**config.mk**
```make
export PLATFORM = sky130hd
export DESIGN_NAME = ccdt_top
export DESIGN_NICKNAME = d
export VERILOG_FILES = /design/src/logic/ccdt_top.v /design/src/logic/ccdt_offset_add.v /design/src/logic/ccdt_pix_gen.v
export VERILOG_INCLUDE_DIRS = /design/src /design/src/logic
export SDC_FILE = /design/constraint.sdc
export NUM_CORES = 1
export LEC_CHECK = 0
export ABC_AREA = 1
export BUFFER_PORTS_ARGS = -buffer_cell sky130_fd_sc_hd__buf_4
export CORE_ASPECT_RATIO = 1.75
export CORE_MARGIN = 2
export CORE_UTILIZATION = 41
export CTS_CLUSTER_SIZE = 24
export DETAILED_ROUTE_END_ITERATION = 10
export SLEW_MARGIN = 20
export SYNTH_ARGS = -nofsm -noshare
export SYNTH_HDL_FRONTEND = slang
export SYNTH_HIERARCHICAL = 1
export SYNTH_SLANG_ARGS = --single-unit
```
**constraint.sdc**
```tcl
create_clock -name core_clk_i -period 2.9 [get_ports core_clk_i]
set_input_delay 0.145 -clock core_clk_i [delete_from_list [all_inputs] [get_ports core_clk_i]]
set_output_delay 0.145 -clock core_clk_i [all_outputs]
set_load 0.1 [all_outputs]
```
**src/logic/ccdt_defs.vh**
```
// Register map, field positions, reset values and timing counts of the shift-gate block
`ifndef CCDT_DEFS_VH
`define CCDT_DEFS_VH

// Register indices; byte address is four times the index
`define CCDT_IDX_C5_OFFSET    8'h13
`define CCDT_IDX_PAGE_SEL     8'h1f
`define CCDT_IDX_SHIFT_GATE_MODE      8'h00
`define CCDT_IDX_SH_WIDTH     8'h01
`define CCDT_IDX_PIX12_CTRL   8'h02
`define CCDT_IDX_SH_PERIOD_LO 8'h10
`define CCDT_IDX_SH_PERIOD_HI 8'h11

// Pages that hold the registers above
`define CCDT_PAGE_ONE         8'h01
`define CCDT_PAGE_TWO         8'h02

// Reset values
`define CCDT_RST_C5_OFFSET    8'h40
`define CCDT_RST_PAGE_SEL     8'h00
`define CCDT_RST_SHIFT_GATE_MODE      8'h00
`define CCDT_RST_SH_WIDTH     8'h27
`define CCDT_RST_PIX12_CTRL   8'hc8
`define CCDT_RST_SH_PERIOD    16'h1000

// Shift-gate mode fields
`define CCDT_SH_TRISTATE_BIT  7
`define CCDT_SH_MASTER_BIT    6
`define CCDT_SH_OUTMODE_HI    5
`define CCDT_SH_OUTMODE_LO    4
`define CCDT_SH_OUT_LOW       2'b10
`define CCDT_SH_OUT_HIGH      2'b11

// Pixel clock control fields, first output in the upper nibble
`define CCDT_PIX_ACT_BIT      3
`define CCDT_PIX_POL_BIT      2
`define CCDT_PIX_FREQ_BIT     1
`define CCDT_PIX_DURSH_BIT    0

// Operating modes of the converter path
`define CCDT_MODE_1A          3'b000
`define CCDT_MODE_1B          3'b001
`define CCDT_MODE_1C          3'b010
`define CCDT_MODE_2           3'b011
`define CCDT_MODE_3           3'b100

// Offset-binary zero of the 7-bit offset field
`define CCDT_OFFSET_ZERO      7'h40

// Core clock cycles per timing unit (pixel tick)
`define CCDT_TICK_DIV         4'h2

`endif

```
**src/logic/ccdt_top.v**
```verilog
// Shift-gate timing and pixel clock control with paged APB registers
//
// Local design decision: the APB interface to the registers.
`timescale 1ns/1ps
`default_nettype none
`include "ccdt_defs.vh"
module ccdt_top (
	input  wire        core_clk_i,
	input  wire        rstn_i,
	// APB slave
	input  wire        psel,
	input  wire        penable,
	input  wire        pwrite,
	input  wire [31:0] paddr,
	input  wire [31:0] pwdata,
	output reg  [31:0] prdata,
	output reg         pready,
	output reg         pslverr,
	// Converter path
	input  wire [2:0]  operating_mode_i,
	input  wire        color5_line_i,
	input  wire        adc_valid_i,
	input  wire [15:0] adc_data_i,
	output wire        adc_corr_valid_o,
	output wire [15:0] adc_corr_data_o,
	// Sensor timing
	input  wire        external_shift_trigger_i,
	output reg         shift_gate_pulse_o,
	output reg         shift_gate_pulse_oe_o,
	output wire        pixel_clock_first_o,
	output wire        pixel_clock_second_o
);
	// Register selects
	// Three bits cover every mapped register and the refused case
	localparam SEL_NONE   = 3'd0;
	localparam SEL_C5     = 3'd1;
	localparam SEL_PAGE   = 3'd2;
	localparam SEL_MODE   = 3'd3;
	localparam SEL_WIDTH  = 3'd4;
	localparam SEL_PIX    = 3'd5;
	localparam SEL_PER_LO = 3'd6;
	localparam SEL_PER_HI = 3'd7;

	// Shift-gate sequencer states, one-hot
	localparam ST_IDLE  = 2'b01;
	localparam ST_PULSE = 2'b10;

	// Software registers
	// All eight bits wide; the master period spans two of them
	reg  [7:0]  c5_offset_q;     // Fifth-colour offset, bit 7 unused
	reg  [7:0]  page_q;          // Current register page
	reg  [7:0]  shift_gate_mode_q;       // Shift-gate mode
	reg  [7:0]  sh_width_q;      // Shift-gate width code
	reg  [7:0]  pix_ctrl_q;      // Pixel clock 1/2 control
	reg  [15:0] sh_period_q;     // Master period in ticks

	// Bus decode
	// Index is the word number; the low two address bits must be zero
	wire [7:0]  idx;             // Register index from the byte address
	wire        idx_ok;          // Address is word aligned and in range
	wire [2:0]  sel;             // Decoded register
	wire        acc;             // Access phase awaiting answer

	// Timing state
	// Tick, period and pulse counters all run on the one core clock
	reg  [3:0]  div_q;           // Tick divider
	reg         tick_q;          // One-cycle timing-unit pulse
	reg  [15:0] per_cnt_q;       // Master period counter
	reg  [8:0]  width_cnt_q;     // Ticks left in the pulse
	reg  [1:0]  state_q;         // Sequencer state
	reg         trig_q;          // Last trigger level for edge detect
	wire        trig_rise;       // Trigger rising edge
	wire        master;          // Master mode selected
	wire        start;           // Start of a new shift-gate pulse
	wire        sh_active;       // Shift-gate pulse is high
	wire [8:0]  width_ticks;     // Pulse length in ticks
	wire [1:0]  out_mode;        // Output mode field
	wire        c5_en;           // Offset applies to this sample
	wire [1:0]  pix_out;         // Pixel clock outputs

	// Decode index and page into a register select; used for read and write
	function [2:0] reg_sel;
		input [7:0] f_idx;
		input [7:0] f_page;
		begin
			// Anything not matched below is refused with an error
			reg_sel = SEL_NONE;
			if (f_idx == `CCDT_IDX_PAGE_SEL) begin
				// Page select reachable from every page
				reg_sel = SEL_PAGE;
			end else if (f_page == `CCDT_PAGE_ONE) begin
				// Page one holds only the colour-5 offset
				if (f_idx == `CCDT_IDX_C5_OFFSET) begin
					reg_sel = SEL_C5;
				end
			end else if (f_page == `CCDT_PAGE_TWO) begin
				// Page two holds the timing controls
				case (f_idx)
					`CCDT_IDX_SHIFT_GATE_MODE:      reg_sel = SEL_MODE;
					`CCDT_IDX_SH_WIDTH:     reg_sel = SEL_WIDTH;
					`CCDT_IDX_PIX12_CTRL:   reg_sel = SEL_PIX;
					`CCDT_IDX_SH_PERIOD_LO: reg_sel = SEL_PER_LO;
					`CCDT_IDX_SH_PERIOD_HI: reg_sel = SEL_PER_HI;
					default:                reg_sel = SEL_NONE;
				endcase
			end
		end
	endfunction

	assign idx    = paddr[9:2];
	assign idx_ok = (paddr[1:0] == 2'b00) && (paddr[31:10] == 22'h00_0000);
	assign sel    = idx_ok ? reg_sel(idx, page_q) : SEL_NONE;
	// Decode is combinational; the answer itself is registered below
	// One wait state: answer comes on the second access-phase edge
	assign acc    = psel & penable & ~pready;

	// Register writes, taken only at the answering edge
	always @(posedge core_clk_i or negedge rstn_i) begin
		if (!rstn_i) begin
			c5_offset_q <= `CCDT_RST_C5_OFFSET;
			page_q      <= `CCDT_RST_PAGE_SEL;
			shift_gate_mode_q   <= `CCDT_RST_SHIFT_GATE_MODE;
			sh_width_q  <= `CCDT_RST_SH_WIDTH;
			pix_ctrl_q  <= `CCDT_RST_PIX12_CTRL;
			sh_period_q <= `CCDT_RST_SH_PERIOD;
		end else if (psel && penable && pready && pwrite) begin
			// Refused writes decode to none and change nothing
			case (sel)
				// Unused top bit of the offset always reads zero
				SEL_C5:     c5_offset_q       <= {1'b0, pwdata[6:0]};
				SEL_PAGE:   page_q            <= pwdata[7:0];
				// Timing controls take the whole byte
				SEL_MODE:   shift_gate_mode_q         <= pwdata[7:0];
				SEL_WIDTH:  sh_width_q        <= pwdata[7:0];
				SEL_PIX:    pix_ctrl_q        <= pwdata[7:0];
				// Period halves land one at a time, so a master pulse may
				// briefly see a mixed period; set master mode last to avoid it
				SEL_PER_LO: sh_period_q[7:0]  <= pwdata[7:0];
				SEL_PER_HI: sh_period_q[15:8] <= pwdata[7:0];
				// Unmapped: hold everything
				default:    page_q            <= page_q;
			endcase
		end
	end

	// APB answer: pready, read data and error all from flip-flops
	always @(posedge core_clk_i or negedge rstn_i) begin
		if (!rstn_i) begin
			pready  <= 1'b0;
			pslverr <= 1'b0;
			prdata  <= 32'h0000_0000;
		end else begin
			// Answer one cycle after the access phase opens
			pready  <= acc;
			// Unmapped or misaligned addresses answer with an error
			pslverr <= acc & (sel == SEL_NONE);
			// Read data stand only in the answer cycle; zero elsewhere
			if (acc && !pwrite) begin
				case (sel)
					SEL_C5:     prdata <= {24'h00_0000, c5_offset_q};
					SEL_PAGE:   prdata <= {24'h00_0000, page_q};
					SEL_MODE:   prdata <= {24'h00_0000, shift_gate_mode_q};
					SEL_WIDTH:  prdata <= {24'h00_0000, sh_width_q};
					SEL_PIX:    prdata <= {24'h00_0000, pix_ctrl_q};
					SEL_PER_LO: prdata <= {24'h00_0000, sh_period_q[7:0]};
					SEL_PER_HI: prdata <= {24'h00_0000, sh_period_q[15:8]};
					// Refused reads return zero
					default:    prdata <= 32'h0000_0000;
				endcase
			end else begin
				// Idle or write cycle
				prdata <= 32'h0000_0000;
			end
		end
	end

	// Timing-unit divider: one pulse every few core cycles
	always @(posedge core_clk_i or negedge rstn_i) begin
		if (!rstn_i) begin
			div_q  <= 4'h0;
			tick_q <= 1'b0;
		end else if (div_q == `CCDT_TICK_DIV - 4'h1) begin
			// Last count: wrap and emit the tick
			div_q  <= 4'h0;
			tick_q <= 1'b1;
		end else begin
			// Keep counting, no tick
			div_q  <= div_q + 4'h1;
			tick_q <= 1'b0;
		end
	end

	assign trig_rise   = external_shift_trigger_i & ~trig_q;
	assign master      = shift_gate_mode_q[`CCDT_SH_MASTER_BIT];
	// A start while a pulse runs is dropped by the sequencer
	// master period wrap
	assign start       = master ? (tick_q && per_cnt_q == 16'h0000) : trig_rise;
	// A width code of zero still gives a one-tick pulse
	// width is 2n+1 ticks
	assign width_ticks = {sh_width_q, 1'b1};
	// Internal interval; it also gates the pixel clocks
	assign sh_active   = state_q[1];
	// Bits 3:0 of the mode register are kept and read back but unused
	assign out_mode    = shift_gate_mode_q[`CCDT_SH_OUTMODE_HI:`CCDT_SH_OUTMODE_LO];

	// Trigger level history; input is already synchronous
	// Resets low like an idle trigger, so no false edge follows reset
	always @(posedge core_clk_i or negedge rstn_i) begin
		if (!rstn_i) begin
			trig_q <= 1'b0;
		end else begin
			trig_q <= external_shift_trigger_i;
		end
	end

	// Master period counter; held at zero in slave mode so the first pulse is prompt
	always @(posedge core_clk_i or negedge rstn_i) begin
		if (!rstn_i) begin
			per_cnt_q <= 16'h0000;
		end else if (!master) begin
			// Slave mode: parked at zero
			per_cnt_q <= 16'h0000;
		end else if (tick_q) begin
			if (per_cnt_q == 16'h0000) begin
				// Reload; a period shorter than the width shortens nothing
				per_cnt_q <= sh_period_q - 16'h0001;
			end else begin
				// Count down toward the next pulse
				per_cnt_q <= per_cnt_q - 16'h0001;
			end
		end
	end

	// Shift-gate sequencer; a start while a pulse runs is ignored
	always @(posedge core_clk_i or negedge rstn_i) begin
		if (!rstn_i) begin
			state_q     <= ST_IDLE;
			width_cnt_q <= 9'h000;
		end else begin
			case (state_q)
				ST_IDLE: begin
					// Wait for a trigger edge or a period wrap
					if (start) begin
						state_q     <= ST_PULSE;
						// Load the pulse length in ticks
						width_cnt_q <= width_ticks;
					end
				end
				ST_PULSE: begin
					// Pulse high; the count only moves on ticks
					if (tick_q) begin
						if (width_cnt_q == 9'h001) begin
							// Last tick of the pulse
							state_q <= ST_IDLE;
						end
						width_cnt_q <= width_cnt_q - 9'h001;
					end
				end
				default: begin
					// Illegal state: recover to idle
					state_q     <= ST_IDLE;
					width_cnt_q <= 9'h000;
				end
			endcase
		end
	end

	// Shift-gate pin: forced levels and tristate
	always @(posedge core_clk_i or negedge rstn_i) begin
		if (!rstn_i) begin
			shift_gate_pulse_o    <= 1'b0;
			shift_gate_pulse_oe_o <= 1'b0;
		end else begin
			// Both pin signals registered so the pin never glitches
			// tristate bit
			shift_gate_pulse_oe_o <= ~shift_gate_mode_q[`CCDT_SH_TRISTATE_BIT];
			case (out_mode)
				// Forced levels override the sequencer
				`CCDT_SH_OUT_LOW:  shift_gate_pulse_o <= 1'b0;
				`CCDT_SH_OUT_HIGH: shift_gate_pulse_o <= 1'b1;
				// Codes 00 and 01 both pass the generated pulse
				default:           shift_gate_pulse_o <= sh_active;
			endcase
		end
	end

	// Pixel clock generators; first output uses the upper nibble
	// Both share one tick so their edges stay aligned
	// Bit index 4*(1-gi) selects the nibble of each output
	genvar gi;
	generate
		for (gi = 0; gi < 2; gi = gi + 1) begin : g_pix
			ccdt_pix_gen u_pix (
				.core_clk_i  (core_clk_i),
				.rstn_i      (rstn_i),
				.tick_i      (tick_q),
				.act_i       (pix_ctrl_q[4*(1-gi) + `CCDT_PIX_ACT_BIT]),
				.pol_i       (pix_ctrl_q[4*(1-gi) + `CCDT_PIX_POL_BIT]),
				.freq_i      (pix_ctrl_q[4*(1-gi) + `CCDT_PIX_FREQ_BIT]),
				.dur_sh_i    (pix_ctrl_q[4*(1-gi) + `CCDT_PIX_DURSH_BIT]),
				.sh_active_i (sh_active),
				.pix_o       (pix_out[gi])
			);
		end
	endgenerate

	assign pixel_clock_first_o  = pix_out[0];
	assign pixel_clock_second_o = pix_out[1];

	// Other modes and other lines pass samples unchanged
	// mode 1a colour 5 only
	assign c5_en = (operating_mode_i == `CCDT_MODE_1A) & color5_line_i;

	// Offset adder; output flop sits inside the leaf
	ccdt_offset_add u_off (
		.core_clk_i (core_clk_i),
		.rstn_i     (rstn_i),
		.en_i       (c5_en),
		.offset_i   (c5_offset_q[6:0]),
		.valid_i    (adc_valid_i),
		.data_i     (adc_data_i),
		.valid_o    (adc_corr_valid_o),
		.data_o     (adc_corr_data_o)
	);
endmodule // ccdt_top
`default_nettype wire

```
**src/logic/ccdt_offset_add.v**
```verilog
// Fifth-colour digital offset adder with clamping to the converter range
`timescale 1ns/1ps
`default_nettype none
module ccdt_offset_add (
	input  wire        core_clk_i,
	input  wire        rstn_i,
	input  wire        en_i,
	input  wire [6:0]  offset_i,
	input  wire        valid_i,
	input  wire [15:0] data_i,
	output reg         valid_o,
	output reg  [15:0] data_o
);
	// Signed view of the offset and the widened sum
	wire signed [7:0]  offs_s;
	wire signed [17:0] sum_s;

	assign offs_s = $signed({1'b0, offset_i}) - $signed({1'b0, `CCDT_OFFSET_ZERO});
	assign sum_s  = $signed({2'b00, data_i}) + {{10{offs_s[7]}}, offs_s};

	// Registered result; clamps so a dark pixel never wraps to full scale
	always @(posedge core_clk_i or negedge rstn_i) begin
		if (!rstn_i) begin
			valid_o <= 1'b0;
			data_o  <= 16'h0000;
		end else begin
			valid_o <= valid_i;
			if (!en_i) begin
				data_o <= data_i;
			end else if (sum_s[17]) begin
				data_o <= 16'h0000;
			end else if (sum_s[16]) begin
				data_o <= 16'hffff;
			end else begin
				data_o <= sum_s[15:0];
			end
		end
	end
endmodule // ccdt_offset_add
`default_nettype wire

```
**src/logic/ccdt_pix_gen.v**
```verilog
// One pixel clock output: activity, polarity, rate and behaviour during shift gate
`timescale 1ns/1ps
`default_nettype none
module ccdt_pix_gen (
	input  wire core_clk_i,
	input  wire rstn_i,
	input  wire tick_i,
	input  wire act_i,
	input  wire pol_i,
	input  wire freq_i,
	input  wire dur_sh_i,
	input  wire sh_active_i,
	output reg  pix_o
);
	reg  phase_q;   // Raw clock phase before polarity
	reg  half_q;    // Skips every other tick at half rate
	wire run;       // Output is toggling this cycle

	assign run = act_i & (~sh_active_i | dur_sh_i);

	// Phase advance; when stopped the phase parks low so restart is clean
	always @(posedge core_clk_i or negedge rstn_i) begin
		if (!rstn_i) begin
			phase_q <= 1'b0;
			half_q  <= 1'b0;
			pix_o   <= 1'b0;
		end else begin
			if (!run) begin
				phase_q <= 1'b0;
				half_q  <= 1'b0;
			end else if (tick_i) begin
				half_q <= ~half_q;
				if (!freq_i || half_q) begin
					phase_q <= ~phase_q;
				end
			end
			pix_o <= (run & phase_q) ^ pol_i;
		end
	end
endmodule // ccdt_pix_gen
`default_nettype wire

```
==> flow_summary.yaml <==
run_status:
  status: "complete, no violations"
yosys:
  ys.flop_type: "dfrtp_1"
  synth_top_area_cell: "dfrtp_1"
  ys_types: 50
  synth_top_family_by_area: "simple AND/OR/NAND/NOR gates"
  synth_most_common_cell: "nand2_1"
  synthTopCellsByCount: "nand2_1 (345), inv_1 (137), dfrtp_1 (113), nor2_1 (94), nand3_1 (78)"
  synth_edf_count: 0
  synth-compound-area-share_pct: 10.8
  yosysTopAreaCellShare_pct: 34.0
  synthTopCellsByArea: "dfrtp_1 (34%), nand2_1 (16%), inv_1 (6.2%), nand3_1 (4.7%), nor2_1 (4.2%)"
  ys_seq_elements: 123
  yosys.area_share.xor_xnor_pct: 1.48
  synth-async-reset-ratio_pct: 100
  synthMuxAreaShare_pct: 0
  ys.warnings.count: 6
  syn-cell-area_um2: 8310
  synthesis.instances: 1113
  synthAdderAreaFrac_pct: 3.56
  avgSynthCellArea_um2: 7.46
  yosys.area_share.simple_pct: 35.2
  ys_seq_area_share_pct: 37.2
placed_design:
  dpl.hpwl_um: 17400
  io_buffers: 97
  place_congestion: 0.949
  place_area_um2: 9120
flow_run:
  drv_cap: 0
clock_network:
  clock_path_buffers: 2
  cts_sinks: 123
  cts-resized-gates: 0
  cts_root_buf: "clkbuf_16"
  cts_tree: "built"
  ctsHoldBuffers: 19
  post-cts-setup-buffer-count: 0
  clk_transition_reported_paths_ns: 0.06
  cts_made_buffers: 17
  clkLatencyLatePin_ns: 0.43
  h-tree-depth: 4
power_and_ir_drop:
  pwr_density_cell_nw_per_um2: 567
  finalPower_mw: 5.63
  p_leak_nw: 5.05
  ir_worst_vdd_mv: 0.368
floorplanning:
  io_pins: 146
  floorplan.die_area_um2: 21500
  core.rowCount: 68
  start_util_pct: 41.9
  die_y_um: 192
  core_area_um2: 19800
  die_w_um: 112
timing:
  hold_viol: 0
  slew_violations: 0
  finalSetupViolCount: 0
  rsz0062_at_grt: "no"
  skew_ns: 0.00622
  relSlewSlack_pct: 63.5
  min_period_ns: 2.56
  tightest_slew_ns: 0.548
  fin_crit_sh_pct: 88.4
  fmax_mhz: 390
  tns_ns: 0
global_routing:
  antenna_found_initial: 0
  grt_usage_pct: 21.8
  grt_pass1_vias: 7553
  grt_pass1_wl_um: 37000
  grt_max_degree: 64
  gr-total-overflow: 0
setup_path:
  cp-start-kind: "flop"
  critPathKind: "flop to flop"
  critPathRequiredTime_ns: 3.22
  cp-end-kind: "flop"
  critPathArrivalTime_ns: 2.88
  worst-path-max-fanout: 16
  ff2ff_path_depth: 14
drt:
  ant_nets: 0
  viasPerCell: 4.96
  route.detailed.wl_per_inst_um: 14.9
  via_count: 7392
  dr.pass1.iters: 5
  first_iter_violations: 354
  wl_um: 22200
  drc: 0
final_layout:
  fin_nets: 1346
  drive_above_1_share_pct: 21.5
  fillers: 1996
  syn_to_final_growth_pct: 19.6
  design_area_um2: 9930
  diodes: 0
min_path:
  hold_path_depth: 3
  hp-class: "primary input to flop"
## final timing paths
path | startpoint | to | slack (ns)
worst max-delay path | c5_offset_q[6] | u_off/data_o[15] | 0.34
worst min-delay path | penable | pslverr | 0.08
worst max register to register | c5_offset_q[6] | u_off/data_o[15] | 0.34
worst min register to register | div_q[3] | div_q[3] | 0.47
max in group asynchronous | rstn_i | sh_width_q[2] | 1.87
min in group asynchronous | rstn_i | per_cnt_q[4] | 0.25
## metrics by stage
stage	utilization, %	hold slack [ns]	worst slack, ns	std cells
after floorplan	-	-0.151	0.733	1136
after global placement	46.0	0.175	0.353	1439
after detailed placement	46.0	0.172	0.340	1439
after CTS	50.1	0.0697	0.319	1490
after global routing	50.1	0.0875	0.119	1490
final	50.1	0.0764	0.335	1490
## registers in the layout, summed over array words and instances (netlist names)
signal,flops
shift_gate_mode_q,8
pslverr,1
u_off/data_o,16
prdata,8
state_q,2
width_cnt_q,9
sh_period_q,16
g_pix.u_pix/phase_q,2
pready,1
c5_offset_q,7
sh_width_q,8
g_pix.u_pix/half_q,2
per_cnt_q,16
trig_q,1
pix_ctrl_q,8
tick_q,1
shift_gate_pulse_oe_o,1
u_off/valid_o,1
div_q,4
page_q,8
g_pix.u_pix/pix_o,2
shift_gate_pulse_o,1
## placed cells by master, fill, tap and decap left out, drive strengths merged, types with 18 or more instances in the layout
cell and instances:
nand2 368, inv 153, dfrtp 113, nor2 112
buf 106, nand3 88, o21ai 80, nand4 32
a21oi 28, conb 24, ha 22, dlygate4sd3 19
clkbuf 18
## report_power, final
| group | internal, mW | switching [mW] |
|---|---|---|
| Clock | 1.44 | 0.831 |
| Sequential | 1.82 | 0.0715 |
| Combinational | 0.449 | 1.02 |
| Total | 3.71 | 1.92 |
## critical path, stage by stage (launching register included)
cell     delay [ns]
dfstp_2        0.58
inv_1          0.24
ha_1           0.44
nand2_1        0.16
inv_1          0.08
nand2_1        0.07
nand2_1        0.08
inv_1          0.09
nand3_2        0.08
nand2_1        0.08
nand2_1        0.05
nand2_1        0.07
nand2_2        0.23
nand3_1        0.17
nand2_1        0.06
## final cells by class
type	count	area [µm²]	share of cell area (%)
timing repair buffer	125	998	10.1
sequential	123	3090	31.1
clock inverter	14	195	1.96
clock buffer	18	429	4.32
inverter	152	581	5.84
multi-input combinational	813	4330	43.6
tap	245	307	3.09
## per-layer routing
layer | part of all wire [%] | vias to the layer above | global-route usage [%]
met2 | 56 | 163 | 43.3
met1 | 36 | 3415 | 21.2
met4 | 4.7 | 0 | 11.5
met3 | 3.1 | 64 | 3.64
met5 | 0 | - | 0
li1 | - | 3750 | -
## cells by family (layout without fill, tap and decap cells)
group                      after synthesis  in the layout
AOI/OAI and AO/OA                      130            130
xor gates and xnor gates                14             14
adders and majority gates               23             23
buffers and inverters                  200            309
DFF                                    123            123
other                                    1             24
and+or+nand+nor                        622            622
Note: power is estimated with default switching activity, not from simulation.
